==> src/phy_regs_pkg.sv <==
// Constants, field layouts and carrier types for the PHY interrupt and paging registers
package phy_regs_pkg;
	// Clock and timing
	localparam int CLK_NS = 20;
	localparam int SHORT_RESET_NS = 1300;
	localparam int SHORT_RESET_CYC = (SHORT_RESET_NS + CLK_NS - 1) / CLK_NS;
	localparam int SHORT_CNT_W = 7;

	// Ports
	localparam int NUM_PORTS = 2;
	localparam int PORT_IDX_W = 1;

	// Register indices; byte address is four times the index
	localparam logic [5:0] IDX_INT_CTRL = 6'h05;
	localparam logic [5:0] IDX_PAGE_PORT = 6'h07;
	localparam logic [5:0] IDX_PORT_LINE = 6'h08;
	localparam logic [5:0] IDX_PORT_SPEED = 6'h09;
	localparam logic [5:0] IDX_IRQ_MASK = 6'h10;
	localparam logic [5:0] IDX_LINK_CTRL = 6'h11;

	// Interrupt/control register fields (flags share layout with the mask)
	localparam int B_CFG_TO = 0;
	localparam int B_CPWR = 1;
	localparam int B_STATE_TO = 2;
	localparam int B_PORT_EV = 3;
	localparam int B_RESUME_EN = 4;
	localparam int B_SHORT_REQ = 5;
	localparam int B_ACCEL = 6;
	localparam int B_MSPEED = 7;

	// Page/port select fields
	localparam int F_PAGE_LSB = 5;
	localparam int F_PORT_LSB = 0;
	localparam logic [2:0] PAGE_PORT_STATUS = 3'h0;

	// Port line register fields
	localparam int F_ASTAT_LSB = 6;
	localparam int F_BSTAT_LSB = 4;
	localparam int B_CHILD = 3;
	localparam int B_CON = 2;
	localparam int B_BIAS = 1;
	localparam int B_DIS = 0;

	// Port speed register fields
	localparam int F_PEER_LSB = 5;
	localparam int B_EV_EN = 4;
	localparam int B_FAULT = 3;

	// Link control register fields
	localparam int B_LINK_CTRL = 0;
	localparam int B_LACTIVE = 1;
	localparam int B_CABLE_PWR = 2;

	// Reset values
	localparam logic [3:0] FLAGS_RST = 4'h2;
	localparam logic [3:0] MASK_RST = 4'h0;
	localparam logic LINK_CTRL_RST = 1'b1;

	// AXI responses
	localparam logic [1:0] RESP_OKAY = 2'h0;
	localparam logic [1:0] RESP_SLVERR = 2'h2;

	// Status of one cable port, from the port logic
	typedef struct packed {
		logic [1:0] a_line;
		logic [1:0] b_line;
		logic child_flag;
		logic con;
		logic bias;
		logic [2:0] peer_speed;
	} port_stat_t;

	// Sticky interrupt flags
	typedef struct packed {
		logic port_event_flag;
		logic state_timeout_flag;
		logic cable_power_flag;
		logic config_timeout_flag;
	} flags_t;

	typedef enum logic [1:0] {
		WR_COLLECT = 2'b01,
		WR_RESP = 2'b10
	} wr_state_t;

	typedef enum logic [1:0] {
		RD_IDLE = 2'b01,
		RD_DATA = 2'b10
	} rd_state_t;
endpackage : phy_regs_pkg

==> src/pin_sync3.sv <==
// Three-stage pin synchroniser that accepts a change once stages two and three agree
`timescale 1ns/10ps
module pin_sync3 #(
	parameter int W = 1
) (
	input wire logic aclk,
	input wire logic aresetn,
	input wire logic [W-1:0] d,
	output logic [W-1:0] q
);
	logic [W-1:0] s1_r;
	logic [W-1:0] s2_r;
	logic [W-1:0] s3_r;

	// First stage feeds only the second, to contain metastability
	always_ff @(posedge aclk) begin
		if (!aresetn) begin
			s1_r <= '0;
			s2_r <= '0;
			s3_r <= '0;
		end else begin
			s1_r <= d;
			s2_r <= s1_r;
			s3_r <= s2_r;
		end
	end

	// Output follows only a level seen on two successive samples
	always_ff @(posedge aclk) begin
		if (!aresetn) begin
			q <= '0;
		end else begin
			for (int i = 0; i < W; i++) begin
				if (s2_r[i] == s3_r[i]) begin
					q[i] <= s3_r[i];
				end
			end
		end
	end
endmodule : pin_sync3

==> src/phy_interrupt_and_port_paging_regs.sv <==
// Interrupt flags, link-on notification, reset requests and port paging registers
//
// Overview of operation
// - With resume interrupt enabled, any port starting resume sets the port event flag.
// - Resume enable plus inactive link plus timeout/power flag drives link-on output.
// - Writing short reset request starts 1.3 us short reset; any bus reset clears.
// - Arbitration timeout at tree-ID start sets config timeout flag; write one clears.
// - Only loop members raise config timeout; others get state timeout and reset.
// - Cable power sense falling edge sets cable power flag; reset value one.
// - State timeout sets its flag and requests a bus reset; write one clears.
// - Bias, connect, disable or fault change on enabled port sets port event flag.
// - Port event flag with inactive link drives link-on regardless of resume enable.
// - Accelerated arbitration enable drives ack-acceleration and fly-by; reset clears.
// - Multispeed concatenation enable lets mixed-speed concatenation; reset clears.
// - Three-bit page index picks the page answering addresses 8 to 15.
// - Four-bit port index picks the port for per-port accesses, from zero.
// - Page zero maps port status for the chosen port; selects live in register 7.
// - Port status page reads zero when the chosen port is not implemented.
// - Link counts active only when power status and active control are both set.
// - Per-port event enable lets that port's events set the flag; reset clears.
//
// Design decision made here: register access over AXI4-Lite.
`timescale 1ns/10ps
module phy_interrupt_and_port_paging_regs (
	input wire logic aclk,
	input wire logic aresetn,
	input wire logic [7:0] s_axi_awaddr,
	input wire logic s_axi_awvalid,
	output logic s_axi_awready,
	input wire logic [31:0] s_axi_wdata,
	input wire logic [3:0] s_axi_wstrb,
	input wire logic s_axi_wvalid,
	output logic s_axi_wready,
	output logic [1:0] s_axi_bresp,
	output logic s_axi_bvalid,
	input wire logic s_axi_bready,
	input wire logic [7:0] s_axi_araddr,
	input wire logic s_axi_arvalid,
	output logic s_axi_arready,
	output logic [31:0] s_axi_rdata,
	output logic [1:0] s_axi_rresp,
	output logic s_axi_rvalid,
	input wire logic s_axi_rready,
	input wire logic cable_power_sense,
	input wire logic link_power_status,
	input wire logic arb_timeout,
	input wire logic tree_id_start,
	input wire logic state_timeout,
	input wire logic resume_start,
	input wire logic bus_reset_seen,
	input wire logic reset_opportunity,
	input wire phy_regs_pkg::port_stat_t [phy_regs_pkg::NUM_PORTS-1:0] port_status,
	input wire logic [phy_regs_pkg::NUM_PORTS-1:0] port_fault_set,
	output logic link_on_output,
	output logic short_reset_drive,
	output logic long_reset_request,
	output logic accel_arb_en,
	output logic multispeed_concat_en,
	output logic [phy_regs_pkg::NUM_PORTS-1:0] port_disable,
	output logic irq
);
	import phy_regs_pkg::*;

	// True for every register index this block answers
	function automatic logic reg_mapped(input logic [5:0] idx);
		reg_mapped = (idx == IDX_INT_CTRL) || (idx == IDX_PAGE_PORT) ||
			(idx == IDX_PORT_LINE) || (idx == IDX_PORT_SPEED) ||
			(idx == IDX_IRQ_MASK) || (idx == IDX_LINK_CTRL);
	endfunction : reg_mapped

	flags_t flags_r;
	logic [3:0] mask_r;
	logic resume_en_r;
	logic short_req_r;
	logic accel_r;
	logic mspeed_r;
	logic [2:0] page_r;
	logic [3:0] port_sel_r;
	logic link_ctrl_r;
	logic [NUM_PORTS-1:0] dis_r;
	logic [NUM_PORTS-1:0] ev_en_r;
	logic [NUM_PORTS-1:0] fault_r;
	logic [3:0] prev_r [NUM_PORTS];
	logic [SHORT_CNT_W-1:0] short_cnt_r;
	logic cable_pwr_prev_r;
	logic cable_pwr_s;
	logic link_pwr_s;
	wr_state_t wr_state_r;
	rd_state_t rd_state_r;
	logic aw_got_r;
	logic w_got_r;
	logic [5:0] aw_idx_r;
	logic [7:0] wbyte_r;
	logic wlane_r;

	// Pins from outside the clock domain
	pin_sync3 #(.W(2)) u_sync (
		.aclk(aclk),
		.aresetn(aresetn),
		.d({cable_power_sense, link_power_status}),
		.q({cable_pwr_s, link_pwr_s})
	);

	logic link_active;
	logic port_ok;
	logic [PORT_IDX_W-1:0] pidx;
	logic wr_fire;
	logic wr_ok;
	logic [NUM_PORTS-1:0] port_ev;
	logic cfg_to_set;
	logic cpwr_set;
	logic pev_set;

	// Link activity and page/port decode
	assign link_active = link_pwr_s & link_ctrl_r;
	assign port_ok = (page_r == PAGE_PORT_STATUS) && (port_sel_r < NUM_PORTS);
	assign pidx = port_sel_r[PORT_IDX_W-1:0];
	assign wr_fire = (wr_state_r == WR_COLLECT) && aw_got_r && w_got_r;
	assign wr_ok = wr_fire && wlane_r;

	// Port events: watched bits differ from last cycle on an enabled port
	always_comb begin
		for (int i = 0; i < NUM_PORTS; i++) begin
			port_ev[i] = ev_en_r[i] &&
				({port_status[i].bias, port_status[i].con, dis_r[i], fault_r[i]} != prev_r[i]);
		end
	end

	// Flag set conditions
	assign cfg_to_set = arb_timeout && tree_id_start;
	assign cpwr_set = cable_pwr_prev_r && !cable_pwr_s;
	assign pev_set = (|port_ev) || (resume_en_r && resume_start);

	// AXI write channel: address and data taken in either order
	always_ff @(posedge aclk) begin
		if (!aresetn) begin
			wr_state_r <= WR_COLLECT;
			aw_got_r <= 1'b0;
			w_got_r <= 1'b0;
			aw_idx_r <= 6'h00;
			wbyte_r <= 8'h00;
			wlane_r <= 1'b0;
			s_axi_awready <= 1'b1;
			s_axi_wready <= 1'b1;
			s_axi_bvalid <= 1'b0;
			s_axi_bresp <= RESP_OKAY;
		end else begin
			case (wr_state_r)
				WR_COLLECT: begin
					if (s_axi_awvalid && s_axi_awready) begin
						aw_got_r <= 1'b1;
						aw_idx_r <= s_axi_awaddr[7:2];
						s_axi_awready <= 1'b0;
					end
					if (s_axi_wvalid && s_axi_wready) begin
						w_got_r <= 1'b1;
						wbyte_r <= s_axi_wdata[7:0];
						wlane_r <= s_axi_wstrb[0];
						s_axi_wready <= 1'b0;
					end
					if (wr_fire) begin
						s_axi_bvalid <= 1'b1;
						s_axi_bresp <= reg_mapped(aw_idx_r) ? RESP_OKAY : RESP_SLVERR;
						wr_state_r <= WR_RESP;
					end
				end
				WR_RESP: begin
					if (s_axi_bready) begin
						s_axi_bvalid <= 1'b0;
						aw_got_r <= 1'b0;
						w_got_r <= 1'b0;
						s_axi_awready <= 1'b1;
						s_axi_wready <= 1'b1;
						wr_state_r <= WR_COLLECT;
					end
				end
				default: begin
					wr_state_r <= WR_COLLECT;
				end
			endcase
		end
	end

	// Sticky flags; hardware set outranks a same-cycle write-one clear
	always_ff @(posedge aclk) begin
		if (!aresetn) begin
			flags_r <= flags_t'(FLAGS_RST);
		end else begin
			if (wr_ok && aw_idx_r == IDX_INT_CTRL) begin
				// A zero bit leaves its flag alone
				if (wbyte_r[B_CFG_TO]) flags_r.config_timeout_flag <= 1'b0;
				if (wbyte_r[B_CPWR]) flags_r.cable_power_flag <= 1'b0;
				if (wbyte_r[B_STATE_TO]) flags_r.state_timeout_flag <= 1'b0;
				if (wbyte_r[B_PORT_EV]) flags_r.port_event_flag <= 1'b0;
			end
			if (cfg_to_set) flags_r.config_timeout_flag <= 1'b1;
			if (cpwr_set) flags_r.cable_power_flag <= 1'b1;
			if (state_timeout) flags_r.state_timeout_flag <= 1'b1;
			if (pev_set) flags_r.port_event_flag <= 1'b1;
		end
	end

	// Control bits; besides writes, only hardware reset touches the enables
	always_ff @(posedge aclk) begin
		if (!aresetn) begin
			resume_en_r <= 1'b0;
			accel_r <= 1'b0;
			mspeed_r <= 1'b0;
			mask_r <= MASK_RST;
			link_ctrl_r <= LINK_CTRL_RST;
		end else if (wr_ok) begin
			if (aw_idx_r == IDX_INT_CTRL) begin
				resume_en_r <= wbyte_r[B_RESUME_EN];
				accel_r <= wbyte_r[B_ACCEL];
				mspeed_r <= wbyte_r[B_MSPEED];
			end
			if (aw_idx_r == IDX_IRQ_MASK) begin
				mask_r <= wbyte_r[3:0];
			end
			if (aw_idx_r == IDX_LINK_CTRL) begin
				link_ctrl_r <= wbyte_r[B_LINK_CTRL];
			end
		end
	end

	// Short reset request: held until any bus reset is seen
	always_ff @(posedge aclk) begin
		if (!aresetn) begin
			short_req_r <= 1'b0;
		end else if (bus_reset_seen) begin
			short_req_r <= 1'b0;
		end else if (wr_ok && aw_idx_r == IDX_INT_CTRL && wbyte_r[B_SHORT_REQ]) begin
			short_req_r <= 1'b1;
		end
	end

	// Short reset drive lasts the fixed 1.3 us count once an opportunity comes
	always_ff @(posedge aclk) begin
		if (!aresetn) begin
			short_cnt_r <= '0;
			short_reset_drive <= 1'b0;
		end else if (short_cnt_r != '0) begin
			short_cnt_r <= short_cnt_r - SHORT_CNT_W'(1);
			short_reset_drive <= (short_cnt_r != SHORT_CNT_W'(1));
		end else if (short_req_r && reset_opportunity && !short_reset_drive) begin
			short_cnt_r <= SHORT_CNT_W'(SHORT_RESET_CYC);
			short_reset_drive <= 1'b1;
		end else begin
			short_reset_drive <= 1'b0;
		end
	end

	// Page and port selection, unaffected by bus reset
	always_ff @(posedge aclk) begin
		if (!aresetn) begin
			page_r <= 3'h0;
			port_sel_r <= 4'h0;
		end else if (wr_ok && aw_idx_r == IDX_PAGE_PORT) begin
			page_r <= wbyte_r[F_PAGE_LSB +: 3];
			port_sel_r <= wbyte_r[F_PORT_LSB +: 4];
		end
	end

	// Per-port disable, event enable and fault; writes to missing ports drop
	always_ff @(posedge aclk) begin
		if (!aresetn) begin
			dis_r <= '0;
			ev_en_r <= '0;
			fault_r <= '0;
		end else begin
			if (wr_ok && port_ok && aw_idx_r == IDX_PORT_LINE) begin
				dis_r[pidx] <= wbyte_r[B_DIS];
			end
			if (wr_ok && port_ok && aw_idx_r == IDX_PORT_SPEED) begin
				ev_en_r[pidx] <= wbyte_r[B_EV_EN];
				if (wbyte_r[B_FAULT]) fault_r[pidx] <= 1'b0;
			end
			for (int i = 0; i < NUM_PORTS; i++) begin
				if (port_fault_set[i]) fault_r[i] <= 1'b1;
			end
		end
	end

	// Last-seen port bits for change detection
	always_ff @(posedge aclk) begin
		if (!aresetn) begin
			for (int i = 0; i < NUM_PORTS; i++) prev_r[i] <= 4'h0;
			cable_pwr_prev_r <= 1'b0;
		end else begin
			for (int i = 0; i < NUM_PORTS; i++) begin
				prev_r[i] <= {port_status[i].bias, port_status[i].con, dis_r[i], fault_r[i]};
			end
			cable_pwr_prev_r <= cable_pwr_s;
		end
	end

	// Link-on, interrupt and feature outputs, all registered
	always_ff @(posedge aclk) begin
		if (!aresetn) begin
			link_on_output <= 1'b0;
			irq <= 1'b0;
			long_reset_request <= 1'b0;
			accel_arb_en <= 1'b0;
			multispeed_concat_en <= 1'b0;
			port_disable <= '0;
		end else begin
			link_on_output <= !link_active && (flags_r.port_event_flag ||
				(resume_en_r && (flags_r.config_timeout_flag || flags_r.cable_power_flag ||
				flags_r.state_timeout_flag)));
			irq <= |(4'(flags_r) & mask_r);
			long_reset_request <= state_timeout;
			accel_arb_en <= accel_r;
			multispeed_concat_en <= mspeed_r;
			port_disable <= dis_r;
		end
	end

	// Read data for the addressed register
	logic [7:0] rbyte;
	always_comb begin
		rbyte = 8'h00;
		case (s_axi_araddr[7:2])
			IDX_INT_CTRL: begin
				rbyte = {mspeed_r, accel_r, short_req_r, resume_en_r, 4'(flags_r)};
			end
			IDX_PAGE_PORT: begin
				rbyte = {page_r, 1'b0, port_sel_r};
			end
			IDX_PORT_LINE: begin
				if (port_ok) begin
					rbyte = {port_status[pidx].a_line, port_status[pidx].b_line,
						port_status[pidx].child_flag, port_status[pidx].con,
						port_status[pidx].bias, dis_r[pidx]};
				end
			end
			IDX_PORT_SPEED: begin
				if (port_ok) begin
					rbyte = {port_status[pidx].peer_speed, ev_en_r[pidx], fault_r[pidx], 3'h0};
				end
			end
			IDX_IRQ_MASK: begin
				rbyte = {4'h0, mask_r};
			end
			IDX_LINK_CTRL: begin
				rbyte = {5'h00, cable_pwr_s, link_active, link_ctrl_r};
			end
			default: begin
				rbyte = 8'h00;
			end
		endcase
	end

	// AXI read channel: data one cycle after the address is taken
	always_ff @(posedge aclk) begin
		if (!aresetn) begin
			rd_state_r <= RD_IDLE;
			s_axi_arready <= 1'b1;
			s_axi_rvalid <= 1'b0;
			s_axi_rdata <= 32'h0000_0000;
			s_axi_rresp <= RESP_OKAY;
		end else begin
			case (rd_state_r)
				RD_IDLE: begin
					if (s_axi_arvalid) begin
						s_axi_arready <= 1'b0;
						s_axi_rvalid <= 1'b1;
						s_axi_rdata <= {24'h00_0000, rbyte};
						s_axi_rresp <= reg_mapped(s_axi_araddr[7:2]) ? RESP_OKAY : RESP_SLVERR;
						rd_state_r <= RD_DATA;
					end
				end
				RD_DATA: begin
					if (s_axi_rready) begin
						s_axi_rvalid <= 1'b0;
						s_axi_arready <= 1'b1;
						rd_state_r <= RD_IDLE;
					end
				end
				default: begin
					rd_state_r <= RD_IDLE;
				end
			endcase
		end
	end
endmodule : phy_interrupt_and_port_paging_regs

==> config.mk <==
export PLATFORM = sky130hd
export DESIGN_NAME = phy_interrupt_and_port_paging_regs
export DESIGN_NICKNAME = d
export VERILOG_FILES = /design/src/phy_regs_pkg.sv /design/src/pin_sync3.sv /design/src/phy_interrupt_and_port_paging_regs.sv
export SDC_FILE = /design/constraint.sdc
export NUM_CORES = 1
export LEC_CHECK = 0
export ABC_CLOCK_PERIOD_IN_PS = 2150
export BUFFER_PORTS_ARGS = -buffer_cell sky130_fd_sc_hd__buf_2
export CELL_PAD_IN_SITES_DETAIL_PLACEMENT = 0
export CELL_PAD_IN_SITES_GLOBAL_PLACEMENT = 2
export CORE_MARGIN = 1
export CORE_UTILIZATION = 30
export DETAILED_ROUTE_END_ITERATION = 10
export PLACE_DENSITY_LB_ADDON = 0.12
export SLEW_MARGIN = 20
export SYNTH_ARGS = -nofsm -noshare
export SYNTH_HDL_FRONTEND = slang
export SYNTH_SLANG_ARGS = --single-unit
export TNS_END_PERCENT = 50
==> constraint.sdc <==
create_clock -name aclk -period 2.15 [get_ports aclk]
set_clock_uncertainty 0.2 [all_clocks]
set_input_delay 0.43 -clock aclk [delete_from_list [all_inputs] [get_ports aclk]]
set_output_delay 0.43 -clock aclk [all_outputs]
set_load 0.01 [all_outputs]
==> flow_metrics.env <==
export IMPL_routed_wl_mm=10.4
export IMPL_clock_fmax_mhz=494
export IMPL_start_util_pct=30.9
export IMPL_dr_wl_met2_mm=4.54
export IMPL_cts_max_level=3
export IMPL_grt_start_max_net_pins=37
export IMPL_avgRoutedWirePerCell_um=14.0
export IMPL_fillers=1454
export IMPL_synth_distinct_cells=53
export IMPL_post_cts_buffers=0
export IMPL_ys_ff_latch=92
export IMPL_cts_tree="yes"
export IMPL_area_delta_synth_final_pct=22.7
export IMPL_place_congestion=0.752
export IMPL_numClockSinks=92
export IMPL_reg2reg_slack_ps=120
export IMPL_vias=3433
export IMPL_met3_length_um=487
export IMPL_synth_flop_cell="dfxtp_1"
export IMPL_grt_first_pass_wirelength_mm=16.6
export IMPL_crit_type="reg2reg"
export IMPL_final_setup_tns_ps=0
export IMPL_p_leak_nw=2.12
export IMPL_cp_end_kind="flop"
export IMPL_final_common_cell="dfxtp_1"
export IMPL_clkLatencyLatePin_ps=340
export IMPL_antenna_cells=0
export IMPL_drv_cap=0
export IMPL_synthesis_area_mm2=0.00431
export IMPL_cts_root_buffer="clkbuf_16"
export IMPL_peakVddDrop_mv=0.629
export IMPL_seq_area_frac_synth_pct=42.7
export IMPL_drc=0
export IMPL_hp_class="in2reg"
export IMPL_core_mm2=0.0139
export IMPL_setup_viol_count_final=0
export IMPL_grt_overflow_total=0
export IMPL_synth_edff_count=0
export IMPL_dp_cells=724
export IMPL_syn_avg_cell_area_um2=9.27
export IMPL_cts_made_buffers=9
export IMPL_worstPathMaxFanout=3
export IMPL_layout_drive_gt1_share_pct=24.5
export IMPL_period_needed_ps=2030
export IMPL_synthArstFlopShare_pct=0
export IMPL_crit_buf_inv=0
export IMPL_power_per_cell_area_mw_per_mm2=856
export IMPL_layout_nets=646
export IMPL_finalHoldViolCount=0
export IMPL_cts_buffer_depth=2
export IMPL_rsz0062_at_grt="no"
export IMPL_slew_viol_final=0
export IMPL_ios=138
export IMPL_syn_inst=465
export IMPL_io_buffers=80
export IMPL_cp_arrival_ps=2100
export IMPL_clk_pin_slew_ps=60
export IMPL_crit_required_ps=2220
export IMPL_slowest_stage="or4_4"
export IMPL_final_cell_mix="dfxtp_1 (92), buf_2 (80), nand2_1 (45)"
export IMPL_antenna_found_initial=0
export IMPL_grt_pass1_vias=3301
export IMPL_ant_nets=0
export IMPL_slowest_delay_ps=570
export IMPL_layout_cells_non_filler=740
export IMPL_path_cells="or4_4 -> or3b_4 -> nor4b_4 -> mux2i_1"
export IMPL_maxUsedRoutingLayer="met4"
export IMPL_yosysWarnings=0
export IMPL_grtUsageTotal_pct=14.7
export IMPL_rows=43
export IMPL_status="complete, no violations"
export IMPL_viasPerCell=4.64
export IMPL_wl_met1_mm=5.22
export IMPL_crit_family="simple AND/OR/NAND/NOR gates"
export IMPL_post_route_period_util_pct=94.2
export IMPL_drt_iter0_drc=209
export IMPL_cp_start_kind="flop"
export IMPL_die_h_um=122
export IMPL_hpwl_mm=7.82
export IMPL_die_width_um=122
export IMPL_dieArea_mm2=0.0148
export IMPL_dr_pass1_iters=4
-- where the power goes --
part	total (W)	internal (W)	leakage, nW	switching, W
sequential	0.00194	0.00183	0.753	0.000106
combinational	0.000739	0.000348	1.19	0.000391
clock	0.00185	0.00120	0.173	0.000651
total	0.00453	0.00338	2.12	0.00115
-- through the flow --
stage | power [W] | hold slack [ps] | instance area, um^2 | worst slack [ps] | util, %
6_report | 0.00453 | 58.7 | 5290 | 124 | 38.0
4_1_cts | 0.00460 | 42.2 | 5280 | 19.1 | 37.9
3_3_place_gp | 0.00271 | 215 | 4930 | 33.7 | 35.4
2_1_floorplan | 0.00251 | 212 | 4400 | 213 | -
3_5_place_dp | 0.00272 | 220 | 4930 | 16.3 | 35.4
5_1_grt | 0.00477 | 53.9 | 5290 | 45.6 | 38.0
-- metal layers --
| layer | global-route usage (%) | vias up |
|---|---|---|
| met1 | 19.7 | 1572 |
| met4 | 6.94 | 0 |
| met3 | 2.48 | 7 |
| met2 | 22.7 | 91 |
| li1 | - | 1763 |
| met5 | 0 | - |
-- flip-flops by register name, indices dropped and copies added (netlist names), 3 cells and up --
| register | flops |
|---|---|
| s_axi_rdata | 8 |
| port_sel_r | 4 |
| short_cnt_r | 7 |
| mask_r | 4 |
| flags_r | 4 |
| prev_r | 7 |
| wbyte_r | 8 |
| page_r | 3 |
| aw_idx_r | 6 |
-- cells in the mapped netlist, types with 3 or more instances --
cell	instances	area (um^2)
a21boi_0	17	128
a21boi_1	6	45.0
a21oi_1	15	75.1
a221oi_1	7	61.3
a22oi_1	4	30.0
a31oi_1	5	31.3
and2_1	21	131
and3_1	5	31.3
buf_4	28	210
clkbuf_1	16	60.1
dfxtp_1	92	1840
inv_1	15	56.3
mux2_2	3	33.8
mux2i_1	34	340
nand2_1	45	169
nand2b_1	5	31.3
nand3_1	4	20.0
nand3b_1	4	30.0
nand4_1	3	18.8
nor2_1	12	45.0
nor2b_1	19	119
nor3_1	14	70.1
nor4_2	3	37.5
nor4_4	3	63.8
o21a_1	4	30.0
o21ai_0	29	145
o21ai_1	3	15.0
or2_2	5	31.3
xnor2_1	10	87.6
-- path summary, 6_finish.rpt --
path / depth (start not counted) / to / startpoint
worst max-delay path: 4 / dis_r[1]$_SDFFE_PN0P_ / port_sel_r[3]$_SDFFE_PN0P_
worst min register to register: 1 / u_sync.s2_r[0]$_SDFF_PN0_ / u_sync.s1_r[0]$_SDFF_PN0_
worst max register to register: 4 / dis_r[1]$_SDFFE_PN0P_ / port_sel_r[3]$_SDFFE_PN0P_
worst min-delay path: 2 / short_req_r$_SDFFE_PP0P_ / bus_reset_seen
-- logic make-up after synthesis --
group	Yosys count	synth area share, %
AOI/OAI and AO/OA	98	14.8
buffers and inverters	63	7.98
muxes	37	8.68
xor gates and xnor gates	12	2.44
adders and majority gates	2	0.581
DFF	92	42.7
and+or+nand+nor	160	22.7
other	1	0.0870
-- repair_timing --
item	in CTS	in global routing
endpoints found under the setup margin	0	4
resized for setup	0	1
hold buffers	0	0
-- worst register-to-register path, delay by kind of cell (launching register included) --
family	cells	cell delay [ps]
AND/OR/NAND/NOR	3	1240
flip-flops	1	330
multiplexers	1	190
-- area by class of cell --
class	count	area, um^2	area share [%]
multi-input combinational	335	2220	42.0
sequential	92	1840	34.8
timing repair buffer	102	591	11.2
clock buffer	12	256	4.85
tap	180	225	4.26
clock inverter	4	95.1	1.80
inverter	15	56.3	1.06
Power figures use the tool's default switching activity.
